$ cat config.mk
export PLATFORM = sky130hd
export DESIGN_NAME = power_mode_controller
export DESIGN_NICKNAME = d
export VERILOG_FILES = /design/src/rtl/power_mode_pkg.sv /design/src/rtl/power_mode_controller.sv
export SDC_FILE = /design/constraint.sdc
export NUM_CORES = 1
export LEC_CHECK = 0
export BUFFER_PORTS_ARGS = -buffer_cell sky130_fd_sc_hd__buf_2
export CORE_ASPECT_RATIO = 0.75
export CORE_MARGIN = 2
export CORE_UTILIZATION = 31
export CTS_BUF_LIST = sky130_fd_sc_hd__clkbuf_4 sky130_fd_sc_hd__clkbuf_8
export DETAILED_ROUTE_END_ITERATION = 10
export PLACE_DENSITY_LB_ADDON = 0.25
export RECOVER_POWER = 50
export SYNTH_ARGS = -nofsm -noshare
export SYNTH_HDL_FRONTEND = slang
export SYNTH_SLANG_ARGS = --single-unit
$ cat constraint.sdc
create_clock -name ref_clk -period 2.5 [get_ports ref_clk]
set_input_delay 0.25 -clock ref_clk [delete_from_list [all_inputs] [get_ports ref_clk]]
set_output_delay 0.25 -clock ref_clk [all_outputs]
set_load 0.005 [all_outputs]
$ cat src/rtl/power_mode_pkg.sv
// Constants and types shared by the power-mode controller
package power_mode_pkg;
    // ------------------------------------------------------------
    // Register map (byte addresses, one word each)
    // ------------------------------------------------------------
    localparam logic [7:0] ADDR_SYS_MODE = 8'h00;
    localparam logic [7:0] ADDR_WDT_CTRL = 8'h04;
    localparam logic [7:0] ADDR_STATUS = 8'h08;
    localparam logic [7:0] ADDR_OPTIONS = 8'h0C;

    // ------------------------------------------------------------
    // Field positions
    // ------------------------------------------------------------
    localparam int SM_DIV_LSB = 5;
    localparam int SM_SLOW_RDY = 3;
    localparam int SM_FAST_RDY = 2;
    localparam int SM_IDLE_EN = 1;
    localparam int SM_FAST_SEL = 0;
    localparam int WC_KEEP_SYS = 7;
    localparam int WC_PERIOD_LSB = 4;
    localparam int ST_PWR_DOWN = 0;
    localparam int ST_TO = 1;
    localparam int ST_STATE_LSB = 2;
    localparam int ST_ON_SLOW = 7;
    localparam int OP_VD_EN = 0;
    localparam int OP_WDT_SUB = 1;
    localparam int OP_FAST_XTAL = 2;
    localparam int OP_SLOW_XTAL = 3;

    // ------------------------------------------------------------
    // Reset values and codes
    // ------------------------------------------------------------
    localparam logic [2:0] DIV_RST = 3'h0;
    localparam logic IDLE_EN_RST = 1'b1;
    localparam logic FAST_SEL_RST = 1'b1;
    localparam logic KEEP_SYS_RST = 1'b0;
    localparam logic [2:0] PERIOD_RST = 3'h7;
    localparam logic [3:0] WDT_EN_RST = 4'hA;
    localparam logic [3:0] WDT_OFF_CODE = 4'hA;
    localparam logic [3:0] OPT_RST = 4'hE;
    // Divider codes at or above this one select the divided fast clock
    localparam logic [2:0] DIV_FIRST_FAST = 3'h2;

    // ------------------------------------------------------------
    // Settling counts, in clock cycles (upper end of each range)
    // ------------------------------------------------------------
    localparam logic [10:0] FAST_XTAL_CYC = 11'h400;
    localparam logic [10:0] FAST_RC_CYC = 11'h010;
    localparam logic [10:0] SLOW_XTAL_CYC = 11'h400;
    localparam logic [10:0] SLOW_RC_CYC = 11'h002;

    typedef enum logic [4:0] {
        ST_RUN = 5'h01,
        ST_DEEP_SLEEP = 5'h02,
        ST_LIGHT_SLEEP = 5'h04,
        ST_IDLE_STOP = 5'h08,
        ST_IDLE_RUN = 5'h10
    } pm_state_e;
endpackage

$ cat src/rtl/power_mode_controller.sv
// Power-mode controller: clock selection, halt states and status flags
//
// The placing of the registers and the Wishbone interface to the registers were left to the implementer.
`timescale 1ns/10ps
// ----------------------------------------------------------------
// Notes on behaviour
// - Run clock follows select bit and divider; low power only on halt.
// - On slow source the fast oscillator and its /16, /64 clocks stop.
// - Select low with divider 000 or 001 runs from the slow oscillator.
// - Switch to slow completes only after the slow ready flag rises.
// - Select high or divider 010..111 returns to the fast clock.
// - Fast ready flag shows fast oscillator stability; software polls it.
// - Halt, idle off, watchdog and detector off enters deep sleep.
// - Deep sleep stops system, watchdog and time base clocks; CPU held.
// - Entering deep sleep clears and stops the watchdog counter.
// - Low-power states leave memory, registers and port levels untouched.
// - Entering any low-power state sets power-down, clears timeout flag unless a timeout arrives in the same cycle.
// - Halt, idle off, watchdog or detector on enters light sleep.
// - Light sleep stops system and time base; sub clock runs, watchdog only if sub-clocked.
// - Light sleep clears watchdog; sub-clocked enabled watchdog keeps counting.
// - Halt, idle on, keep-sysclk off enters clock-stopped idle.
// - Clock-stopped idle stops system clock; time base and sub clock run.
// - Clock-stopped idle clears watchdog; only sub-clocked watchdog counts.
// - Halt, idle on, keep-sysclk on enters clock-running idle.
// - Clock-running idle keeps system, time base, sub clock; CPU held.
// - Clock-running idle clears watchdog; enabled watchdog keeps counting.
// - Divider picks slow source or fast clock divided by 64 down to 2.
// - Fast ready rises 1024 cycles (crystal) or 16 cycles (RC) later.
// - Slow ready low in deep sleep; rises 1024 or 2 cycles after wake.
// ----------------------------------------------------------------
module power_mode_controller
    import power_mode_pkg::*;
(
    input wire logic ref_clk,
    input wire logic sys_rst,
    input wire logic wb_cyc_i,
    input wire logic wb_stb_i,
    input wire logic wb_we_i,
    input wire logic [7:0] wb_adr_i,
    input wire logic [3:0] wb_sel_i,
    input wire logic [31:0] wb_dat_i,
    output logic [31:0] wb_dat_o,
    output logic wb_ack_o,
    input wire logic halt_exec,
    input wire logic wake_req,
    input wire logic wdt_clear_instr,
    input wire logic wdt_timeout,
    output logic fast_osc_en,
    output logic slow_osc_en,
    output logic fast_div_taps_en,
    output logic sysclk_on_slow,
    output logic [2:0] sysclk_div_sel,
    output logic sysclk_run,
    output logic timebase_clk_run,
    output logic sub_clk_run,
    output logic wdt_clk_run,
    output logic wdt_clear,
    output logic cpu_hold,
    output logic io_hold
);
    // ------------------------------------------------------------
    // State
    // ------------------------------------------------------------
    pm_state_e state_r, state_nxt;
    logic [2:0] div_r, div_nxt;
    logic idle_en_r, idle_en_nxt;
    logic fast_sel_r, fast_sel_nxt;
    logic keep_sys_r, keep_sys_nxt;
    logic [2:0] period_r, period_nxt;
    logic [3:0] wdt_en_r, wdt_en_nxt;
    logic [3:0] opt_r, opt_nxt;
    logic pdn_r, pdn_nxt;
    logic to_r, to_nxt;
    logic on_slow_r, on_slow_nxt;
    logic [10:0] fast_cnt_r, fast_cnt_nxt;
    logic [10:0] slow_cnt_r, slow_cnt_nxt;
    logic fast_rdy_r, fast_rdy_nxt;
    logic slow_rdy_r, slow_rdy_nxt;
    logic wdt_clear_r, wdt_clear_nxt;
    logic ack_r, ack_nxt;
    logic [31:0] rdat_r, rdat_nxt;

    logic bus_req, bus_wr, wdt_on, vd_on, want_slow;
    logic fast_need, slow_need;
    logic [10:0] fast_lim, slow_lim;

    // Divider code asks for the slow oscillator
    function automatic logic div_is_slow(input logic [2:0] d);
        div_is_slow = (d < DIV_FIRST_FAST);
    endfunction

    // Settling counter step: counts while enabled, restarts when off
    function automatic logic [10:0] settle_step(input logic en,
                                                input logic [10:0] cnt,
                                                input logic [10:0] lim);
        if (!en)
            settle_step = 11'h000;
        else if (cnt < lim)
            settle_step = cnt + 11'h001;
        else
            settle_step = cnt;
    endfunction

    assign bus_req = wb_cyc_i && wb_stb_i && !ack_r;
    assign bus_wr = bus_req && wb_we_i && wb_sel_i[0];
    assign wdt_on = (wdt_en_r != WDT_OFF_CODE);
    assign vd_on = opt_r[OP_VD_EN];
    assign want_slow = !fast_sel_r && div_is_slow(div_r);
    assign fast_lim = opt_r[OP_FAST_XTAL] ? FAST_XTAL_CYC : FAST_RC_CYC;
    assign slow_lim = opt_r[OP_SLOW_XTAL] ? SLOW_XTAL_CYC : SLOW_RC_CYC;

    // Fast oscillator stops when parked on slow, and in both sleeps and
    // clock-stopped idle; in clock-running idle it runs unless on slow.
    always_comb
    begin
        fast_need = 1'b0;
        slow_need = 1'b1;
        case (state_r)
            ST_RUN, ST_IDLE_RUN:
            begin
                fast_need = !(on_slow_r && want_slow);
            end
            ST_DEEP_SLEEP:
            begin
                slow_need = 1'b0;
            end
            default:
            begin
                fast_need = 1'b0;
            end
        endcase
    end

    // ------------------------------------------------------------
    // Next-state logic
    // ------------------------------------------------------------
    always_comb
    begin
        state_nxt = state_r;
        div_nxt = div_r;
        idle_en_nxt = idle_en_r;
        fast_sel_nxt = fast_sel_r;
        keep_sys_nxt = keep_sys_r;
        period_nxt = period_r;
        wdt_en_nxt = wdt_en_r;
        opt_nxt = opt_r;
        pdn_nxt = pdn_r;
        to_nxt = to_r;
        on_slow_nxt = on_slow_r;
        wdt_clear_nxt = 1'b0;
        ack_nxt = bus_req;
        rdat_nxt = rdat_r;

        // Register writes; nothing here is touched by mode changes
        if (bus_wr)
        begin
            case (wb_adr_i)
                ADDR_SYS_MODE:
                begin
                    div_nxt = wb_dat_i[SM_DIV_LSB +: 3];
                    idle_en_nxt = wb_dat_i[SM_IDLE_EN];
                    fast_sel_nxt = wb_dat_i[SM_FAST_SEL];
                end
                ADDR_WDT_CTRL:
                begin
                    keep_sys_nxt = wb_dat_i[WC_KEEP_SYS];
                    period_nxt = wb_dat_i[WC_PERIOD_LSB +: 3];
                    wdt_en_nxt = wb_dat_i[3:0];
                end
                ADDR_OPTIONS:
                begin
                    opt_nxt = wb_dat_i[3:0];
                end
                default:
                begin
                    opt_nxt = opt_r;
                end
            endcase
        end

        if (bus_req)
        begin
            case (wb_adr_i)
                ADDR_SYS_MODE:
                    rdat_nxt = {24'h00_0000, div_r, 1'b0, slow_rdy_r,
                                fast_rdy_r, idle_en_r, fast_sel_r};
                ADDR_WDT_CTRL:
                    rdat_nxt = {24'h00_0000, keep_sys_r, period_r, wdt_en_r};
                ADDR_STATUS:
                    rdat_nxt = {24'h00_0000, on_slow_r, state_r, to_r, pdn_r};
                ADDR_OPTIONS:
                    rdat_nxt = {28'h000_0000, opt_r};
                default:
                    rdat_nxt = 32'h0000_0000;
            endcase
        end

        // Switch source only once the target oscillator has settled
        if (want_slow && slow_rdy_r)
            on_slow_nxt = 1'b1;
        else if (!want_slow && fast_rdy_r)
            on_slow_nxt = 1'b0;

        // Power-down flag: the clear instruction clears it, halt sets it
        if (wdt_clear_instr)
            pdn_nxt = 1'b0;
        if (wdt_timeout)
            to_nxt = 1'b1;

        case (state_r)
            ST_RUN:
            begin
                if (halt_exec)
                begin
                    wdt_clear_nxt = 1'b1;
                    pdn_nxt = 1'b1;
                    // A timeout in the same cycle is kept
                    to_nxt = wdt_timeout;
                    if (!idle_en_r && !wdt_on && !vd_on)
                        state_nxt = ST_DEEP_SLEEP;
                    else if (!idle_en_r)
                        state_nxt = ST_LIGHT_SLEEP;
                    else if (!keep_sys_r)
                        state_nxt = ST_IDLE_STOP;
                    else
                        state_nxt = ST_IDLE_RUN;
                end
            end
            ST_DEEP_SLEEP, ST_LIGHT_SLEEP, ST_IDLE_STOP, ST_IDLE_RUN:
            begin
                if (wake_req)
                    state_nxt = ST_RUN;
            end
            default:
            begin
                state_nxt = ST_RUN;
            end
        endcase
    end

    // Oscillator settling
    always_comb
    begin
        fast_cnt_nxt = settle_step(fast_need, fast_cnt_r, fast_lim);
        slow_cnt_nxt = settle_step(slow_need, slow_cnt_r, slow_lim);
        fast_rdy_nxt = fast_need && (fast_cnt_r >= fast_lim);
        slow_rdy_nxt = slow_need && (slow_cnt_r >= slow_lim);
    end

    // ------------------------------------------------------------
    // Registers
    // ------------------------------------------------------------
    always_ff @(posedge ref_clk)
    begin
        if (sys_rst)
        begin
            state_r <= ST_RUN;
            div_r <= DIV_RST;
            idle_en_r <= IDLE_EN_RST;
            fast_sel_r <= FAST_SEL_RST;
            keep_sys_r <= KEEP_SYS_RST;
            period_r <= PERIOD_RST;
            wdt_en_r <= WDT_EN_RST;
            opt_r <= OPT_RST;
            pdn_r <= 1'b0;
            to_r <= 1'b0;
            on_slow_r <= 1'b0;
            fast_cnt_r <= 11'h000;
            slow_cnt_r <= 11'h000;
            fast_rdy_r <= 1'b0;
            slow_rdy_r <= 1'b0;
            wdt_clear_r <= 1'b0;
            ack_r <= 1'b0;
            rdat_r <= 32'h0000_0000;
        end
        else
        begin
            state_r <= state_nxt;
            div_r <= div_nxt;
            idle_en_r <= idle_en_nxt;
            fast_sel_r <= fast_sel_nxt;
            keep_sys_r <= keep_sys_nxt;
            period_r <= period_nxt;
            wdt_en_r <= wdt_en_nxt;
            opt_r <= opt_nxt;
            pdn_r <= pdn_nxt;
            to_r <= to_nxt;
            on_slow_r <= on_slow_nxt;
            fast_cnt_r <= fast_cnt_nxt;
            slow_cnt_r <= slow_cnt_nxt;
            fast_rdy_r <= fast_rdy_nxt;
            slow_rdy_r <= slow_rdy_nxt;
            wdt_clear_r <= wdt_clear_nxt;
            ack_r <= ack_nxt;
            rdat_r <= rdat_nxt;
        end
    end

    // ------------------------------------------------------------
    // Outputs
    // ------------------------------------------------------------
    assign wb_ack_o = ack_r;
    assign wb_dat_o = rdat_r;
    assign fast_osc_en = fast_need;
    assign fast_div_taps_en = fast_need;
    assign slow_osc_en = slow_need;
    assign sysclk_on_slow = on_slow_r;
    assign sysclk_div_sel = div_r;
    assign wdt_clear = wdt_clear_r;
    assign cpu_hold = (state_r != ST_RUN);
    // Ports keep their level in every low-power state
    assign io_hold = cpu_hold;

    always_comb
    begin
        sysclk_run = 1'b0;
        timebase_clk_run = 1'b0;
        sub_clk_run = 1'b1;
        wdt_clk_run = 1'b0;
        case (state_r)
            ST_RUN:
            begin
                sysclk_run = 1'b1;
                timebase_clk_run = 1'b1;
                wdt_clk_run = wdt_on;
            end
            ST_DEEP_SLEEP:
            begin
                sub_clk_run = 1'b0;
            end
            ST_LIGHT_SLEEP:
            begin
                wdt_clk_run = wdt_on && opt_r[OP_WDT_SUB];
            end
            ST_IDLE_STOP:
            begin
                timebase_clk_run = 1'b1;
                wdt_clk_run = wdt_on && opt_r[OP_WDT_SUB];
            end
            ST_IDLE_RUN:
            begin
                sysclk_run = 1'b1;
                timebase_clk_run = 1'b1;
                wdt_clk_run = wdt_on;
            end
            default:
            begin
                sub_clk_run = 1'b1;
            end
        endcase
    end

    // ------------------------------------------------------------
    // Checks
    // ------------------------------------------------------------
    a_halt_leaves_run: assert property (@(posedge ref_clk) disable iff (sys_rst)
        (state_r == ST_RUN && !halt_exec) |=> (state_r == ST_RUN))
        else $error("Left run state without halt");
    a_slow_stops_fast: assert property (@(posedge ref_clk) disable iff (sys_rst)
        (on_slow_r && want_slow) |-> (!fast_osc_en && !fast_div_taps_en))
        else $error("Fast oscillator on while parked on slow clock");
    a_slow_after_ready: assert property (@(posedge ref_clk) disable iff (sys_rst)
        $rose(on_slow_r) |-> $past(slow_rdy_r) && $past(want_slow))
        else $error("Moved to slow clock before it settled");
    a_fast_return: assert property (@(posedge ref_clk) disable iff (sys_rst)
        $fell(on_slow_r) |-> $past(fast_rdy_r) && !$past(want_slow))
        else $error("Returned to fast clock before it settled");
    a_deep_entry: assert property (@(posedge ref_clk) disable iff (sys_rst)
        (state_r == ST_RUN && halt_exec && !idle_en_r && !wdt_on && !vd_on)
        |=> (state_r == ST_DEEP_SLEEP) && wdt_clear && !wdt_clk_run)
        else $error("Deep sleep entry wrong");
    a_light_entry: assert property (@(posedge ref_clk) disable iff (sys_rst)
        (state_r == ST_RUN && halt_exec && !idle_en_r && (wdt_on || vd_on))
        |=> (state_r == ST_LIGHT_SLEEP) && !sysclk_run)
        else $error("Light sleep entry wrong");
    a_idle_entry: assert property (@(posedge ref_clk) disable iff (sys_rst)
        (state_r == ST_RUN && halt_exec && idle_en_r)
        |=> (state_r == (keep_sys_r ? ST_IDLE_RUN : ST_IDLE_STOP)))
        else $error("Idle entry wrong");
    a_flags_on_halt: assert property (@(posedge ref_clk) disable iff (sys_rst)
        (state_r == ST_RUN && halt_exec && !wdt_timeout)
        |=> pdn_r && !to_r && cpu_hold)
        else $error("Flags not updated on halt");
    a_deep_clocks: assert property (@(posedge ref_clk) disable iff (sys_rst)
        (state_r == ST_DEEP_SLEEP) |-> !sysclk_run && !timebase_clk_run
        && !sub_clk_run && !slow_osc_en ##1 !slow_rdy_r)
        else $error("Clocks running in deep sleep");
    a_idle_run_clocks: assert property (@(posedge ref_clk) disable iff (sys_rst)
        (state_r == ST_IDLE_RUN) |-> sysclk_run && timebase_clk_run
        && (wdt_clk_run == wdt_on))
        else $error("Clock-running idle clocks wrong");
    a_fast_settle: assert property (@(posedge ref_clk) disable iff (sys_rst)
        ($rose(fast_osc_en) && !opt_r[OP_FAST_XTAL]) |->
        !fast_rdy_r [*8] ##[1:12] fast_rdy_r)
        else $error("Fast ready timing wrong");
    a_wake_run: assert property (@(posedge ref_clk) disable iff (sys_rst)
        (state_r != ST_RUN && wake_req) |=> (state_r == ST_RUN) && !cpu_hold)
        else $error("Wake did not return to run");
endmodule

==> results of run 1 <==
## tightest hold or removal path, stage by stage
cell and delay (ps):
buf_2 80, a21oi_1 30, nor2_1 70
## routing by layer
layer,wire [um],track usage [%]
met2,3340,21.7
met5,0,0
met3,412,4.04
met1,3730,19.6
met4,135,6.23
## final cells by class
class                      count  area (um2)  area share (%)
multi-input combinational    284        1770            48.3
sequential                    59        1180            32.3
timing repair buffer          57         293            7.99
tap                          136         170            4.65
clock buffer                  10         138            3.76
clock inverter                 6        63.8            1.74
inverter                      13        48.8            1.33
## cell usage in the layout (no fill, tap or decap), types with 3 or more instances in the layout
cell        n
mux2i_1     7
nand3_1    14
and3_1      9
mux4_2      4
o21ai_0    20
ha_1        7
nand2b_1    7
inv_1      13
o31ai_1     3
or3_1      10
o21ai_1     6
and2_1      3
a22oi_1     7
xor2_1      7
nand4_1    12
conb_1     24
dfxtp_1    59
a211o_1     8
nand2_1    19
buf_2      42
a21oi_1    29
o2bb2ai_1   3
clkbuf_8   10
nor3_1     11
nor2_1     28
or4_1       4
nor3b_1     4
nor4_1      3
clkbuf_1    8
nand3b_1    4
xnor2_1     5
buf_4       7
nor2b_1     4
## path summary, 6_finish.rpt
path / start / end / cells past startpoint
hold / removal: wdt_timeout / to_r / 3
setup reg to reg: opt_r[2] / fast_cnt_r[9] / 7
hold reg to reg: wb_dat_o[4] / wb_dat_o[4] / 2
setup / recovery: state_r[0] / wdt_clk_run / 5
## synth_stat cells (2+ instances only)
master,count,area [um2]
nand3b_1,4,30.0
and2_1,3,18.8
o2bb2ai_1,3,26.3
a22oi_1,7,52.6
and4_1,2,17.5
nor2_1,28,105
nor4_1,3,18.8
ha_1,7,87.6
inv_1,13,48.8
dfxtp_1,59,1180
nand4_1,12,75.1
a2111oi_0,2,17.5
a31oi_1,2,12.5
clkbuf_1,17,63.8
a211o_1,8,70.1
a21oi_1,29,145
nor2b_1,4,25.0
and3_1,9,56.3
or4_1,4,30.0
buf_1,2,7.51
xnor2_1,5,43.8
nor4bb_1,2,20.0
o21ai_0,19,95.1
nor3_1,11,55.1
nand3_1,14,70.1
buf_4,27,203
o31ai_1,3,22.5
o211ai_1,2,15.0
nand2_1,18,67.6
xor2_1,7,61.3
or2_2,2,12.5
mux2i_1,7,70.1
or3_1,10,62.6
mux4_2,4,90.1
nand2b_1,7,43.8
nor3b_1,4,30.0
o21ai_1,7,35.0
## state kept, by name (all words and copies together) (netlist names)
| name | flops |
|---|---|
| fast_cnt_r | 11 |
| fast_rdy_r | 1 |
| fast_sel_r | 1 |
| idle_en_r | 1 |
| keep_sys_r | 1 |
| opt_r | 4 |
| pdn_r | 1 |
| period_r | 3 |
| slow_cnt_r | 11 |
| slow_rdy_r | 1 |
| state_r | 5 |
| sysclk_div_sel | 3 |
| sysclk_on_slow | 1 |
| to_r | 1 |
| wb_ack_o | 1 |
| wb_dat_o | 8 |
| wdt_clear | 1 |
| wdt_en_r | 4 |
## per-stage QoR
stage | cells | hold slack (ps) | instance area [um2]
CTS | 565 | 107 | 3690
floorplan | 404 | 367 | 3300
finish | 565 | 116 | 3660
global placement | 549 | 445 | 3490
global route | 565 | 122 | 3660
detailed placement | 549 | 450 | 3490
## power groups by stage
stage | clock [mW] | combinational, mW | sequential [mW]
floorplan | 0 | 0.185 | 0.992
global placement | 0 | 0.227 | 0.997
detailed placement | 0 | 0.229 | 0.998
CTS | 0.926 | 0.229 | 0.976
global route | 0.968 | 0.256 | 0.980
finish | 0.896 | 0.223 | 0.977
## cell families (layout without fill, tap and decap cells)
logic type	Yosys count	after routing	share of synthesized area, %
AO/OA/AOI/OAI	87	87	16.6
multiplexers	11	11	4.98
AND/OR/NAND/NOR	143	143	25.0
buffers and inverters	61	86	10.6
other	1	24	0.117
flip-flops	59	59	36.8
adder cells (fa/ha/maj)	7	7	2.73
XOR/XNOR	12	12	3.27
==> metrics.csv, run 1 <==
metric,value,unit
nFillCells,1077,
synth_seq_area_share,36.8,%
vias,2787,
drc,0,
fin_ws,377,ps
p_int,1.53,mW
dpl.hpwl,5590,um
finalClockSkew,8.23,ps
port_buffers,48,
tns,0,ps
setup_viol,0,
clock_latency,350,ps
arrival,1870,ps
grt_use_total,14.6,%
worst-path-max-fanout,12,
die-height,92.2,um
start_kind,register,
cts_buffers,9,
drt_iter0_drc,155,
ctsHtreeMaxLevel,3,
sequentialPowerShare,46.6,%
antenna_found_initial,0,
syn_to_final_growth,14.0,%
ant_nets,0,
core,10200,um2
rsz0062_at_grt,false,
cts-resized-gates,0,
slowest_stage,clkbuf_1,
crit_type,register to output pin,
endpoint_kind,output pin,
drv_slew,0,
drive_gt1_share,17.0,%
fin_util,36.0,%
cp_slowest_stage_delay,440,ps
cp.required,2250,ps
power_switching_share,26.8,%
leakagePower,1.43,nW
outcome,completed,
num_rows,32,
tightestPinTransition,715,ps
ioPinCount,100,
combPwrFrac,10.7,%
pre_cts_slack,378,ps
diodes,0,
routed_via_density,4.93,
clk_path_buf_depth,2,
syn_area,3210,um2
ys_ff_latch,59,
grt_first_pass_wirelength,12800,um
cts_tree,yes,
maxCapViolCount,0,
finalHoldViolCount,0,
synth_edf_count,0,
clock_sinks,59,
gr-total-overflow,0,
drt-total-wl,7620,um
post-route-min-period,2120,ps
critPathBufInv,2,
irDropWorstVdd,0.000241,V
die_area,11200,um2
wl_per_cell,13.5,um
die_w,122,um
clock_tree.root_cell,clkbuf_8,
synth.avg_cell_area,8.43,um2
routabilityCongestion,0.785,
async_reset_ff_share,0,%
maxSlewHeadroom,52.4,%
grt_max_degree,41,
hold_class,primary input to register,
path_cells,clkbuf_1 -> a22o_1 -> mux2i_1 -> nor3_1 -> buf_2,
crit_family,buffers and inverters,
holdBufCountCts,0,
max_freq,471,MHz
start_util,31.6,%
synthFlopType,dfxtp_1,
grt_pass1_vias,2613,
p_per_area,572,nW/um2
synth_cells,381,
yosys_warnings,0,
path_clk_slew,70,ps
finalNetCount,484,
finalCritPeriodShare,84.9,%
power_switching,0.562,mW
power.total,2.10,mW
reg2reg_setup_slack,480,ps
clock_power_share,42.7,%
firstDrtPassIters,4,
cts_setup_buffers,0,
synth_cell_types,51,
(Power assumes the default switching activity.)
==> inputs of run 2 (changes only) <==
==> constraint.sdc (replaced) <==
create_clock -name ref_clk -period 1.77 [get_ports ref_clk]
set_input_delay 0.177 -clock ref_clk [delete_from_list [all_inputs] [get_ports ref_clk]]
set_output_delay 0.177 -clock ref_clk [all_outputs]
set_load 0.005 [all_outputs]
==> metrics.csv, run 2 (synthesis results as in run 1) <==
metric,value,unit
drv_slew,0,
maxCapViolCount,0,
gr-total-overflow,0,
arrival,1980,ps
finalCritPeriodShare,96.4,%
routed_via_density,4.93,
hold_class,primary input to register,
whs,58.1,ps
rsz0062_at_grt,true,
post-route-min-period,1710,ps
final_common_cell,dfxtp_1,
cts_tree,yes,
drive_gt1_share,26.5,%
routabilityCongestion,0.834,
clock_latency,350,ps
grt_max_degree,24,
ant_nets,0,
worst-path-max-fanout,7,
drc,0,
syn_to_final_growth,24.3,%
diodes,0,
mostFrequentLayoutCells,"dfxtp_1, buf_2, buf_4, nor2_1, a21oi_1",
port_buffers,48,
p_per_area,737,nW/um2
leakagePower,1.57,nW
start_util,31.6,%
antenna_found_initial,0,
vias,2923,
finalHoldViolCount,0,
die-height,92.2,um
wl_per_cell,13.9,um
finalClockSkew,11.3,ps
dpl.hpwl,5950,um
power.total,2.94,mW
core,10200,um2
setup_viol,0,
outcome,completed,
grt_first_pass_wirelength,13600,um
clock_sinks,59,
grt_use_total,15.6,%
start_kind,register,
num_rows,32,
crit_type,register to register,
finalNetCount,512,
cts_buffers,9,
clock_tree.root_cell,clkbuf_8,
grt_pass1_vias,2788,
max_freq,586,MHz
drt-total-wl,8270,um
die_area,11200,um2
drt_iter0_drc,112,
cp.required,2050,ps
die_w,122,um
clk_path_buf_depth,2,
endpoint_kind,register,
path_clk_slew,70,ps
firstDrtPassIters,4,
irDropWorstVdd,0.000292,V
ctsHtreeMaxLevel,3,
ioPinCount,100,
-- run 2: cell count changes in the layout (fill, tap and decap cells not counted), sizes merged --
cell	before	now
inv	14	13
clkbuf	18	21
bufinv	1	0
clkinv	2	3
buf	49	75
-- run 2: layout make-up --
type	instances	area [um2]
Inverter	13	48.8
Tap cell	136	170
Clock buffer	11	151
Timing Repair Buffer	85	508
Clock inverter	5	37.5
Multi-Input combinational cell	284	1890
Fill cell	1081	6180
Sequential cell	59	1190
-- run 2: metrics by stage --
stage                     utilization, %  setup TNS, ps  instances  area [um2]  setup WS [ps]
final                               39.3              0        593        3990           64.6
after global routing                39.3          -50.7        593        3990          -29.7
after CTS                           38.5              0        590        3920           6.46
after detailed placement            35.8          -1440        569        3640           -138
after global placement              35.8          -1280        569        3640           -100
after floorplan                        -              0        404        3310           43.1
-- run 2: worst max-delay path: stages (launching register included) --
cell and delay [ps]:
dfxtp_2 330, inv_1 70, ha_4 170, nor4b_4 300, a21oi_4 130, buf_6 150
or3_1 350, a21oi_2 140
-- run 2: metal layers --
layer	global-route usage (%)	wire length, um
met1	21.7	4070
met2	23.0	3590
met3	4.48	514
met4	5.27	96
met5	0	0
-- run 2: report_power, final --
part           total, mW  internal [mW]  switching [mW]  leakage, nW
Sequential          1.38           1.35          0.0304        0.479
Combinational      0.390          0.182           0.207        0.998
Clock               1.17          0.586           0.585       0.0915
-- run 2: path summary, 6_finish.rpt --
kind / slack (ps) / cells after the start / end / start
setup reg to reg: 60 / 7 / fast_cnt_r[8] / opt_r[2]
hold / removal: 60 / 3 / to_r / wdt_timeout
setup / recovery: 60 / 7 / fast_cnt_r[8] / opt_r[2]
hold reg to reg: 460 / 2 / wb_dat_o[4] / wb_dat_o[4]
-- run 2: timing repair --
| item | 4_1_cts | 5_1_grt |
|---|---|---|
| setup buffers | 5 | 2 |
| pin swaps | 2 | 6 |
| gates cloned | 0 | 1 |
| resized for setup | 11 | 22 |
| hold buffers | 0 | 0 |
| endpoints found under the setup margin | 4 | 21 |
